==> src/servo_cmd_map.svh <==
// Command codes, keys, ranges and timing constants for the servo command handler
`ifndef SERVO_CMD_MAP_SVH
`define SERVO_CMD_MAP_SVH
`define CMD_STATUS_READ 8'h01
`define CMD_PARAM_READ 8'h05
`define CMD_PIN_READ 8'h12
`define CMD_STATUS_CLEAR 8'h81
`define CMD_PARAM_WRITE 8'h84
`define CMD_OP_MODE 8'h8b
`define CMD_IO_DISABLE 8'h90
`define CMD_TEST_INPUT 8'h92
`define CMD_TEST_DATA 8'ha0
`define DN_00 8'h00
`define DN_01 8'h01
`define DN_03 8'h03
`define DN_10 8'h10
`define DN_11 8'h11
`define DN_12 8'h12
`define DN_13 8'h13
`define DN_15 8'h15
`define DN_40 8'h40
`define DN_A0 8'ha0
`define DN_PARAM_MAX 8'h54
`define PROTECT_KEY 16'h1ea5
`define MODE_MAX 16'h0004
`define SPEED_MAX 16'h7fff
`define ACCEL_MAX 32'h7fffffff
`define DP_MAX 4'h5
`define WMODE_EEP 4'h0
`define WMODE_RAM 4'h3
`define INHIBIT_PARAM 7'h13
`define PARAM_COUNT 85
`define EXEMPT_MASK 32'h0000_0006
`define IDLE_TIMEOUT_NS 500000000
`define CLK_PERIOD_NS 4
`endif

==> src/servo_cmd_pkg.sv <==
// Types shared by the servo command handler
`default_nettype none
package servo_cmd_pkg;
    typedef enum logic [2:0] {
        MODE_NORMAL, MODE_JOG, MODE_POSITION, MODE_MOTORLESS, MODE_FORCED_OUT
    } op_mode_type;
    typedef enum logic [1:0] {
        REPLY_NONE, REPLY_ACK, REPLY_DATA, REPLY_ERROR
    } reply_type;
endpackage : servo_cmd_pkg
`default_nettype wire

==> src/servo_link_watchdog.sv <==
// Traffic watchdog for test operation
`timescale 1ns/1ps
`default_nettype none
`include "servo_cmd_map.svh"
module servo_link_watchdog #(
    parameter int unsigned TIMEOUT_CYCLES = `IDLE_TIMEOUT_NS / `CLK_PERIOD_NS
) (
    input wire logic i_core_clk,
    input wire logic i_rst_n,
    input wire logic i_armed,
    input wire logic i_kick,
    output logic o_expired
);
    // Idle counter, restarts on any frame
    logic [27:0] idle_q;
    always_ff @(posedge i_core_clk or negedge i_rst_n) begin
        if (!i_rst_n) begin
            idle_q <= 28'h0;
            o_expired <= 1'b0;
        end else if (!i_armed || i_kick) begin
            idle_q <= 28'h0;
            o_expired <= 1'b0;
        end else if (idle_q >= TIMEOUT_CYCLES[27:0]) begin
            o_expired <= 1'b1;
        end else begin
            idle_q <= idle_q + 28'h1;
        end
    end
endmodule : servo_link_watchdog
`default_nettype wire

==> src/servo_param_store.sv <==
// Parameter memory with a working copy and a nonvolatile commit pulse
`timescale 1ns/1ps
`default_nettype none
`include "servo_cmd_map.svh"
module servo_param_store (
    input wire logic i_core_clk,
    input wire logic i_rst_n,
    input wire logic i_wr,
    input wire logic i_wr_nv,
    input wire logic [6:0] i_addr,
    input wire logic [31:0] i_wdata,
    input wire logic [3:0] i_wdp,
    output logic [31:0] o_rdata,
    output logic [3:0] o_rdp,
    output logic o_nv_write,
    output logic [31:0] o_inhibit
);
    // Working copy and its decimal point positions
    logic [31:0] ram_q [`PARAM_COUNT];
    logic [3:0] dp_q [`PARAM_COUNT];
    // Working copy updated on any accepted write
    always_ff @(posedge i_core_clk) begin
        if (i_wr) begin
            ram_q[i_addr] <= i_wdata;
            dp_q[i_addr] <= i_wdp;
        end
        o_rdata <= ram_q[i_addr];
        o_rdp <= dp_q[i_addr];
    end
    // Nonvolatile commit pulse and inhibit shadow
    always_ff @(posedge i_core_clk or negedge i_rst_n) begin
        if (!i_rst_n) begin
            o_nv_write <= 1'b0;
            o_inhibit <= 32'h0;
        end else begin
            o_nv_write <= i_wr && i_wr_nv;
            if (i_wr && i_addr == `INHIBIT_PARAM) begin
                o_inhibit <= i_wdata;
            end
        end
    end
endmodule : servo_param_store
`default_nettype wire

==> src/servo_serial_command_handler.sv <==
// Slave-side interpreter for servo serial read and write commands
`timescale 1ns/1ps
`default_nettype none
`include "servo_cmd_map.svh"
// What this block does
// - Mode command selects exit, jog, position, motorless, forced
// - Disable key forces inputs off except exempt
// - Output disable drives outputs from forced pattern
// - Input enable restores real input recognition
// - Output enable returns outputs to normal
// - Command 92 sets test inputs, forced outputs
// - Test speed accepted in 0000 to 7FFF
// - Accel time constant accepted up to 7FFFFFFF
// - Keyed clear zeroes accel time constant
// - Signed moving distance stored in pulses
// - Keyed temporary stop halts test run
// - Decimal writes need a point position
// - Status read returns value with processing info
// - Keyed status clear zeroes feedback pulse total
// - Parameter read for numbers 00 to 54
// - Read reply flags inhibit-disabled parameters
// - Parameter write point position 0 to 5
// - Write mode 0 nonvolatile, 3 RAM only
// - Pin read returns external input states
// - Half second silence stops test motion
module servo_serial_command_handler (
    input wire logic i_core_clk,
    input wire logic i_rst_n,
    input wire logic i_cmd_valid,
    input wire logic [7:0] i_cmd,
    input wire logic [7:0] i_data_no,
    input wire logic [31:0] i_data,
    input wire logic [3:0] i_dp,
    input wire logic [3:0] i_write_mode,
    input wire logic i_dp_given,
    input wire logic [31:0] i_status_value,
    input wire logic [31:0] i_discrete_inputs,
    input wire logic [15:0] i_analog_input,
    input wire logic i_pulse_train,
    input wire logic [31:0] i_normal_outputs,
    output logic o_reply_valid,
    output servo_cmd_pkg::reply_type o_reply_kind,
    output logic [31:0] o_reply_data,
    output logic [3:0] o_reply_dp,
    output logic o_reply_read_ok,
    output servo_cmd_pkg::op_mode_type o_op_mode,
    output logic [31:0] o_discrete_inputs,
    output logic [15:0] o_analog_input,
    output logic o_pulse_train,
    output logic [31:0] o_discrete_outputs,
    output logic [15:0] o_test_speed,
    output logic [31:0] o_test_accel,
    output logic [31:0] o_test_distance,
    output logic o_test_stop,
    output logic o_feedback_clear,
    output logic o_link_stop,
    output logic o_nv_write
);
    // Synchronisers for pin-level inputs
    logic [31:0] di_meta_q, di_sync_q;
    logic [15:0] ai_meta_q, ai_sync_q;
    logic pt_meta_q, pt_sync_q;
    // Control state
    logic inputs_off_q; // Real inputs ignored
    logic outputs_forced_q; // Outputs taken from pattern
    logic [31:0] test_in_q; // Test input pattern
    logic [31:0] force_out_q; // Forced output pattern
    logic param_rd_q; // Parameter read pending one cycle
    logic [6:0] param_addr_q; // Parameter under access
    logic stop_expired; // Watchdog expired
    logic [31:0] rd_data;
    logic [3:0] rd_dp;
    logic [31:0] inhibit_val;
    logic pw_ok; // Parameter write accepted
    logic frame_key_ok; // Valid frame carrying the protection key
    logic [15:0] frame_sel; // Command and data number of the frame

    // Key check used by every protected command
    function automatic logic key_ok(input logic [31:0] d);
        key_ok = d[15:0] == `PROTECT_KEY;
    endfunction : key_ok

    // Command and data number match
    function automatic logic hit(input logic [7:0] c, input logic [7:0] n);
        hit = i_cmd_valid && i_cmd == c && i_data_no == n;
    endfunction : hit

    // Parameter number is in the map
    function automatic logic param_no_ok(input logic [7:0] n);
        param_no_ok = n <= `DN_PARAM_MAX;
    endfunction : param_no_ok

    assign pw_ok = i_cmd_valid && i_cmd == `CMD_PARAM_WRITE && param_no_ok(i_data_no)
        && i_dp <= `DP_MAX && (i_dp_given || i_dp == 4'h0)
        && (i_write_mode == `WMODE_EEP || i_write_mode == `WMODE_RAM);
    // Plain frame signals, so that assertions see sampled values, not function globals
    assign frame_key_ok = i_cmd_valid && key_ok(i_data);
    assign frame_sel = {i_cmd, i_data_no};

    // Two-flop pin synchronisers
    always_ff @(posedge i_core_clk or negedge i_rst_n) begin
        if (!i_rst_n) begin
            di_meta_q <= 32'h0;
            di_sync_q <= 32'h0;
            ai_meta_q <= 16'h0;
            ai_sync_q <= 16'h0;
            pt_meta_q <= 1'b0;
            pt_sync_q <= 1'b0;
        end else begin
            di_meta_q <= i_discrete_inputs;
            di_sync_q <= di_meta_q;
            ai_meta_q <= i_analog_input;
            ai_sync_q <= ai_meta_q;
            pt_meta_q <= i_pulse_train;
            pt_sync_q <= pt_meta_q;
        end
    end

    // Input and output disable state
    always_ff @(posedge i_core_clk or negedge i_rst_n) begin
        if (!i_rst_n) begin
            inputs_off_q <= 1'b0;
            outputs_forced_q <= 1'b0;
        end else begin
            if (hit(`CMD_IO_DISABLE, `DN_00) && key_ok(i_data)) begin
                inputs_off_q <= 1'b1;
            end else if (hit(`CMD_IO_DISABLE, `DN_10) && key_ok(i_data)) begin
                inputs_off_q <= 1'b0;
            end
            if (hit(`CMD_IO_DISABLE, `DN_03) && key_ok(i_data)) begin
                outputs_forced_q <= 1'b1;
            end else if (hit(`CMD_IO_DISABLE, `DN_13) && key_ok(i_data)) begin
                outputs_forced_q <= 1'b0;
            end
        end
    end

    // Operation mode selection
    always_ff @(posedge i_core_clk or negedge i_rst_n) begin
        if (!i_rst_n) begin
            o_op_mode <= servo_cmd_pkg::MODE_NORMAL;
        end else if (hit(`CMD_OP_MODE, `DN_00) && i_data[15:0] <= `MODE_MAX
                && i_data[31:16] == 16'h0) begin
            o_op_mode <= servo_cmd_pkg::op_mode_type'(i_data[2:0]);
        end
    end

    // Test patterns from command 92 and A0-01
    always_ff @(posedge i_core_clk or negedge i_rst_n) begin
        if (!i_rst_n) begin
            test_in_q <= 32'h0;
            force_out_q <= 32'h0;
        end else begin
            if (hit(`CMD_TEST_INPUT, `DN_00)) begin
                test_in_q <= i_data;
            end
            if (hit(`CMD_TEST_INPUT, `DN_A0) || hit(`CMD_TEST_DATA, `DN_01)) begin
                force_out_q <= i_data;
            end
        end
    end

    // Test-operation speed, accel and distance
    always_ff @(posedge i_core_clk or negedge i_rst_n) begin
        if (!i_rst_n) begin
            o_test_speed <= 16'h0;
            o_test_accel <= 32'h0;
            o_test_distance <= 32'h0;
        end else begin
            if (hit(`CMD_TEST_DATA, `DN_10) && i_data[31:16] == 16'h0
                    && i_data[15:0] <= `SPEED_MAX) begin
                o_test_speed <= i_data[15:0];
            end
            if (hit(`CMD_TEST_DATA, `DN_11) && i_data <= `ACCEL_MAX) begin
                o_test_accel <= i_data;
            end else if (hit(`CMD_TEST_DATA, `DN_12) && key_ok(i_data)) begin
                o_test_accel <= 32'h0;
            end
            if (hit(`CMD_TEST_DATA, `DN_13)) begin
                o_test_distance <= i_data;
            end
        end
    end

    // Temporary stop, held until the next mode command with data number 00, accepted or not
    always_ff @(posedge i_core_clk or negedge i_rst_n) begin
        if (!i_rst_n) begin
            o_test_stop <= 1'b0;
        end else if (hit(`CMD_TEST_DATA, `DN_15) && key_ok(i_data)) begin
            o_test_stop <= 1'b1;
        end else if (hit(`CMD_OP_MODE, `DN_00)) begin
            o_test_stop <= 1'b0;
        end
    end

    // Signal outputs seen by the rest of the amplifier
    always_ff @(posedge i_core_clk or negedge i_rst_n) begin
        if (!i_rst_n) begin
            o_discrete_inputs <= 32'h0;
            o_analog_input <= 16'h0;
            o_pulse_train <= 1'b0;
            o_discrete_outputs <= 32'h0;
        end else begin
            if (inputs_off_q) begin
                // Exempt bits keep their real level
                o_discrete_inputs <= (test_in_q & ~`EXEMPT_MASK)
                    | (di_sync_q & `EXEMPT_MASK);
                o_analog_input <= 16'h0;
                o_pulse_train <= 1'b0;
            end else begin
                o_discrete_inputs <= di_sync_q;
                o_analog_input <= ai_sync_q;
                o_pulse_train <= pt_sync_q;
            end
            o_discrete_outputs <= outputs_forced_q ? force_out_q
                : i_normal_outputs;
        end
    end

    // Feedback pulse total clear pulse
    always_ff @(posedge i_core_clk or negedge i_rst_n) begin
        if (!i_rst_n) begin
            o_feedback_clear <= 1'b0;
        end else begin
            o_feedback_clear <= hit(`CMD_STATUS_CLEAR, `DN_00) && key_ok(i_data);
        end
    end

    // Parameter read pipeline
    always_ff @(posedge i_core_clk or negedge i_rst_n) begin
        if (!i_rst_n) begin
            param_rd_q <= 1'b0;
        end else begin
            param_rd_q <= i_cmd_valid && i_cmd == `CMD_PARAM_READ && param_no_ok(i_data_no);
        end
    end
    assign param_addr_q = i_data_no[6:0];

    // Reply generation
    always_ff @(posedge i_core_clk or negedge i_rst_n) begin
        if (!i_rst_n) begin
            o_reply_valid <= 1'b0;
            o_reply_kind <= servo_cmd_pkg::REPLY_NONE;
            o_reply_data <= 32'h0;
            o_reply_dp <= 4'h0;
            o_reply_read_ok <= 1'b0;
        end else begin
            o_reply_valid <= 1'b0;
            o_reply_read_ok <= 1'b0;
            if (param_rd_q) begin
                o_reply_valid <= 1'b1;
                o_reply_kind <= servo_cmd_pkg::REPLY_DATA;
                o_reply_data <= rd_data;
                o_reply_dp <= rd_dp;
                o_reply_read_ok <= inhibit_val[3:0] == 4'h0;
            end else if (i_cmd_valid && i_cmd == `CMD_STATUS_READ) begin
                o_reply_valid <= 1'b1;
                o_reply_kind <= servo_cmd_pkg::REPLY_DATA;
                o_reply_data <= i_status_value;
                o_reply_dp <= 4'h0;
                o_reply_read_ok <= 1'b1;
            end else if (hit(`CMD_PIN_READ, `DN_40)) begin
                o_reply_valid <= 1'b1;
                o_reply_kind <= servo_cmd_pkg::REPLY_DATA;
                o_reply_data <= di_sync_q;
                o_reply_dp <= 4'h0;
                o_reply_read_ok <= 1'b1;
            end else if (i_cmd_valid && i_cmd != `CMD_PARAM_READ) begin
                o_reply_valid <= 1'b1;
                o_reply_kind <= cmd_good() ? servo_cmd_pkg::REPLY_ACK
                    : servo_cmd_pkg::REPLY_ERROR;
            end else if (i_cmd_valid && !param_no_ok(i_data_no)) begin
                o_reply_valid <= 1'b1;
                o_reply_kind <= servo_cmd_pkg::REPLY_ERROR;
            end
        end
    end

    // Whether a write-type command was accepted
    function automatic logic cmd_good();
        logic k;
        k = key_ok(i_data);
        unique case (i_cmd)
            `CMD_STATUS_CLEAR: cmd_good = i_data_no == `DN_00 && k;
            `CMD_PARAM_WRITE: cmd_good = pw_ok;
            `CMD_OP_MODE: cmd_good = i_data_no == `DN_00 && i_data <= 32'(`MODE_MAX);
            `CMD_IO_DISABLE: cmd_good = k && (i_data_no == `DN_00 || i_data_no == `DN_03
                || i_data_no == `DN_10 || i_data_no == `DN_13);
            `CMD_TEST_INPUT: cmd_good = i_data_no == `DN_00 || i_data_no == `DN_A0;
            `CMD_TEST_DATA: cmd_good = i_data_no == `DN_01 || i_data_no == `DN_13
                || (i_data_no == `DN_10 && i_data <= 32'(`SPEED_MAX))
                || (i_data_no == `DN_11 && i_data <= `ACCEL_MAX)
                || ((i_data_no == `DN_12 || i_data_no == `DN_15) && k);
            default: cmd_good = 1'b0;
        endcase
    endfunction : cmd_good

    servo_param_store u_params (
        .i_core_clk(i_core_clk),
        .i_rst_n(i_rst_n),
        .i_wr(pw_ok),
        .i_wr_nv(i_write_mode == `WMODE_EEP),
        .i_addr(param_addr_q),
        .i_wdata(i_data),
        .i_wdp(i_dp),
        .o_rdata(rd_data),
        .o_rdp(rd_dp),
        .o_nv_write(o_nv_write),
        .o_inhibit(inhibit_val)
    );

    servo_link_watchdog u_watchdog (
        .i_core_clk(i_core_clk),
        .i_rst_n(i_rst_n),
        .i_armed(o_op_mode != servo_cmd_pkg::MODE_NORMAL),
        .i_kick(i_cmd_valid),
        .o_expired(stop_expired)
    );

    // Registered copy of the watchdog stop
    always_ff @(posedge i_core_clk or negedge i_rst_n) begin
        if (!i_rst_n) begin
            o_link_stop <= 1'b0;
        end else begin
            o_link_stop <= stop_expired;
        end
    end

    a_input_disable: assert property (@(posedge i_core_clk) disable iff (!i_rst_n)
        frame_key_ok && frame_sel == {`CMD_IO_DISABLE, `DN_00} |-> ##2 o_analog_input == 16'h0)
        else $error("inputs not disabled");
    a_output_force: assert property (@(posedge i_core_clk) disable iff (!i_rst_n)
        outputs_forced_q |=> o_discrete_outputs == $past(force_out_q))
        else $error("outputs not forced");
    a_input_enable: assert property (@(posedge i_core_clk) disable iff (!i_rst_n)
        frame_key_ok && frame_sel == {`CMD_IO_DISABLE, `DN_10} |=> !inputs_off_q)
        else $error("inputs not restored");
    a_output_release: assert property (@(posedge i_core_clk) disable iff (!i_rst_n)
        frame_key_ok && frame_sel == {`CMD_IO_DISABLE, `DN_13} |=> ##1 o_discrete_outputs
        == $past(i_normal_outputs)) else $error("outputs not released");
    a_accel_clear: assert property (@(posedge i_core_clk) disable iff (!i_rst_n)
        frame_key_ok && frame_sel == {`CMD_TEST_DATA, `DN_12} |=> o_test_accel == 32'h0)
        else $error("accel not cleared");
    a_temp_stop: assert property (@(posedge i_core_clk) disable iff (!i_rst_n)
        frame_key_ok && frame_sel == {`CMD_TEST_DATA, `DN_15} |=> o_test_stop)
        else $error("stop not raised");
    a_status_clear: assert property (@(posedge i_core_clk) disable iff (!i_rst_n)
        o_feedback_clear |-> $past(frame_key_ok)
        && $past(frame_sel) == {`CMD_STATUS_CLEAR, `DN_00})
        else $error("spurious clear");
    a_bad_key: assert property (@(posedge i_core_clk) disable iff (!i_rst_n)
        i_cmd_valid && i_cmd == `CMD_IO_DISABLE && !key_ok(i_data) |=>
        $stable(inputs_off_q) && o_reply_kind == servo_cmd_pkg::REPLY_ERROR)
        else $error("bad key accepted");
    c_mode_jog: cover property (@(posedge i_core_clk) o_op_mode == servo_cmd_pkg::MODE_JOG);
    c_param_read: cover property (@(posedge i_core_clk) param_rd_q);
    c_link_stop: cover property (@(posedge i_core_clk) o_link_stop);
endmodule : servo_serial_command_handler
`default_nettype wire

==> config.mk <==
export PLATFORM = sky130hd
export DESIGN_NAME = servo_serial_command_handler
export DESIGN_NICKNAME = d
export VERILOG_FILES = /design/src/servo_cmd_pkg.sv /design/src/servo_link_watchdog.sv /design/src/servo_param_store.sv /design/src/servo_serial_command_handler.sv
export VERILOG_INCLUDE_DIRS = /design/src
export SDC_FILE = /design/constraint.sdc
export NUM_CORES = 2
export LEC_CHECK = 0
export BUFFER_PORTS_ARGS = -buffer_cell sky130_fd_sc_hd__clkbuf_2
export CORE_UTILIZATION = 50
export DETAILED_ROUTE_END_ITERATION = 10
export PLACE_DENSITY = 0.75
export SYNTH_ARGS = -nofsm -noshare
export SYNTH_HDL_FRONTEND = slang
export SYNTH_SLANG_ARGS = --single-unit
==> constraint.sdc <==
create_clock -name i_core_clk -period 6.44 [get_ports i_core_clk]
set_input_delay 0.644 -clock i_core_clk [delete_from_list [all_inputs] [get_ports i_core_clk]]
set_output_delay 0.644 -clock i_core_clk [all_outputs]
set_load 0.01 [all_outputs]
==> results.py <==
metrics = {
    "synthesis": {
        "postSynthCellCount": 6217,
        "ys_types": 81,
        "syn_avg_cell_area_sq_um": 21.4,
        "async_flop_share_pct": 11.5,
        "yosys_warnings": 0,
        "ys_seq_area_share_pct": 77.3,
        "synth_edf_count": 3060,
        "postSynthNetCount": 6392,
        "netlist_area_sq_um": 133000,
        "ys_ff_latch": 3500,
        "synth_ff_type": "edfxtp_1",
    },
    "critical_path": {
        "path_cells": "dlygate4sd3_1, clkbuf_2, nor4b_2, nand4b_1, nor4b_2, buf_4, nand2_1, nor2_4, buf_4",
        "cp-start-kind": "input pin",
        "slowest_delay_ns": 0.99,
        "cp_max_fo": 17,
        "crit_buf_inv": 4,
        "rr_startpoint": "u_params.ram_q[65][28]",
        "r2r_end": "u_params.o_rdata[28]",
        "critPathArrivalTime_ns": 4.83,
        "rrSetupSlack_ns": 3.29,
        "worstPathRequired_ns": 7.08,
        "slowest_stage": "nor2_4",
        "critPathKind": "in -> reg",
        "cp-end-kind": "flip-flop",
        "reg2reg_depth": 4,
        "crit_family": "simple AND/OR/NAND/NOR gates",
    },
    "global_route": {
        "grt_pass1_vias": 70500,
        "overflow": 0,
        "grt_pass1_wl_microns": 540000,
        "grtUsageTotal_pct": 28.7,
        "antenna_found_initial": 31,
        "grt_max_degree": 201,
    },
    "timing": {
        "fmax_ghz": 0.239,
        "slew_viol_final": 4,
        "setup_viol": 0,
        "min_period_over_period_pct": 65.0,
        "fin_crit_ns": 4.19,
        "relSlewSlack_pct": -10.9,
        "fin_skew_ns": 0.0642,
        "setup_slack_ns": 2.25,
        "rsz0062_at_grt": "no",
        "hold_violations": 0,
        "finalSetupTns_ns": 0,
        "worst_pin_slew_ns": 1.65,
        "hold_slack_ns": 0.0610,
    },
    "power_and_ir_drop": {
        "p_per_area_nw_per_um2": 307,
        "leakagePower_nw": 50.6,
        "ir_worst_vdd_mv": 0.310,
    },
    "placed_design": {
        "dpl.hpwl_microns": 226000,
        "place.gp.congestion": 0.931,
        "io_buffers": 380,
        "dp.cells": 10000,
        "dpl_cell_area_sq_um": 141000,
        "dpl_worst_slack_ns": 1.57,
    },
    "job": {
        "maxCapViolations": 2,
    },
    "worst_hold_path": {
        "hold_start": "i_cmd[5]",
        "hp-class": "in -> reg",
        "hold_path_end": "param_rd_q",
        "holdPathStages": 4,
    },
    "run_status": {
        "failed_checks": "capacitance limit, slew limit",
        "status": "finished, violations left",
    },
    "cts": {
        "clkTransAtPathRegs_ns": 0.06,
        "cts_resized": 0,
        "cts_htree_levels": 5,
        "cts_tree": "done",
        "root_buffer": "clkbuf_16",
        "cts_made_buffers": 350,
        "cts_buffer_depth": 4,
        "cts_sinks": 3500,
        "clock_latency_ns": 0.97,
    },
    "floorplanning": {
        "row_count": 188,
        "die_y_microns": 518,
        "start_util_pct": 50.5,
        "core_sq_um": 263000,
        "fp.dieW_microns": 518,
        "die_area_sq_um": 268000,
        "ios": 381,
    },
    "drt": {
        "via_count": 71200,
        "wl_per_cell_microns": 36.1,
        "postRouteWirelength_microns": 387000,
        "drt_iter0_drc": 11900,
        "ant_nets": 0,
        "viasPerCell": 6.64,
        "drc_errors": 0,
        "dr.pass1.iters": 6,
    },
    "finish": {
        "final_nets": 7121,
        "nFillCells": 18100,
        "area_growth_syn_to_layout_pct": 14.6,
        "fin_area_sq_um": 152000,
        "drive_gt1_share_pct": 30.8,
        "layout.cells.non_filler": 10700,
    },
}
==> state kept, by name, summed over array words and instances (netlist names), 28 cells and up <==
register / flops
force_out_q: 32
di_sync_q: 32
di_meta_q: 32
o_reply_data: 32
o_discrete_inputs: 32
u_params.o_rdata: 32
u_watchdog.idle_q: 28
test_in_q: 30
o_test_accel: 32
o_discrete_outputs: 32
o_test_distance: 32
u_params.ram_q: 2720
u_params.dp_q: 340
==> power by group <==
group	internal [mW]	switching (mW)
sequential	24.8	0.127
combinational	0.775	1.61
clock	11.1	8.35
total	36.7	10.1
==> per-layer routing <==
metal  vias to the layer above  share of wire (%)  GRT usage, %
li1                      27200                  -             -
met1                     37000                 34          37.7
met2                      5884                 45          42.5
met3                      1046                 14          9.71
met4                        12                6.3          15.3
met5                         -              0.019             0
==> Yosys cell counts, drive strengths merged (19+ instances only) <==
| master | instances | area [sq um] |
|---|---|---|
| a22o | 43 | 377 |
| o221ai | 24 | 210 |
| mux2i | 224 | 2240 |
| a22oi | 47 | 353 |
| inv | 20 | 75.1 |
| clkbuf | 128 | 480 |
| nor3 | 33 | 186 |
| or4 | 19 | 150 |
| edfxtp | 3060 | 91900 |
| o21ai | 122 | 611 |
| nand3 | 47 | 235 |
| dfrtp | 404 | 10100 |
| dfxtp | 36 | 721 |
| a211oi | 20 | 150 |
| nand2 | 219 | 825 |
| nor2b | 40 | 250 |
| a21oi | 75 | 375 |
| mux2 | 249 | 2820 |
| o22ai | 60 | 375 |
| buf | 209 | 1090 |
| a32oi | 23 | 201 |
| mux4 | 747 | 16800 |
| nor2 | 139 | 524 |
==> placed cells by master (no fill, tap or decap), types with 24 or more instances in the layout <==
cell / count
edfxtp_1: 3060
mux4_2: 747
dfrtp_1: 401
clkbuf_16: 354
clkbuf_2: 337
buf_4: 248
mux2_2: 244
mux2i_1: 224
nand2_1: 218
o21ai_0: 118
dlygate4sd3_1: 88
nor2_4: 87
a21oi_1: 74
clkbuf_1: 73
clkinv_1: 70
o22ai_1: 60
clkinv_2: 53
nor2_1: 51
a22oi_1: 47
nand3_1: 46
a22o_1: 43
nor2b_1: 40
dfxtp_1: 36
buf_12: 32
o221ai_1: 24
bufinv_16: 24
==> final cells by class <==
class                      instances  area (sq um)  share of cell area (%)
tap                             3515          4400                    2.89
inverter                          21          78.8                  0.0517
multi-input combinational       2359         29200                    19.2
timing repair buffer             714          5170                    3.39
sequential                      3500        103000                    67.4
antenna                           13          32.5                  0.0214
clock buffer                     436          9260                    6.08
clock inverter                   168          1430                   0.936
==> worst register-to-register path: stages, from the launching register on <==
cell	delay, ns
edfxtp_1	0.39
mux4_2	0.47
mux4_2	0.56
o21ai_0	1.29
a22oi_1	0.28
==> stage by stage <==
stage                     power [mW]  utilization, %
after detailed placement        27.6            53.5
after CTS                       46.7            57.9
final                           46.7            57.9
after global routing            47.7            57.9
after floorplan                 26.3               -
after global placement          27.6            53.5
==> worst max-delay path by stage <==
stage | to | start | depth (start not counted)
2_1_floorplan | u_params.dp_q[62][0] | i_cmd[1] | 8
3_3_place_gp | u_params.o_rdata[2] | i_data_no[0] | 8
3_5_place_dp | u_params.o_rdata[5] | i_data_no[0] | 8
4_1_cts | u_params.o_rdata[5] | i_data_no[0] | 8
5_1_grt | u_params.ram_q[36][10] | i_cmd[3] | 11
6_report | u_params.ram_q[18][16] | i_cmd[3] | 9
==> repair_timing <==
| action | 4_1_cts | 5_1_grt |
|---|---|---|
| setup buffers | 0 | 0 |
| endpoints found under the setup margin | 0 | 0 |
| hold buffers | 88 | 0 |
| hold endpoints to repair | 217 | 0 |
==> logic make-up after synthesis <==
kind of cell | Yosys count | synth area share, %
xor+xnor | 4 | 0.0264
compound gates | 523 | 2.69
flops | 3500 | 77.3
mux | 1220 | 16.5
buf+inv | 358 | 1.24
fa+ha+maj | 2 | 0.0188
simple gates | 610 | 2.25
(Power assumes the default switching activity.)
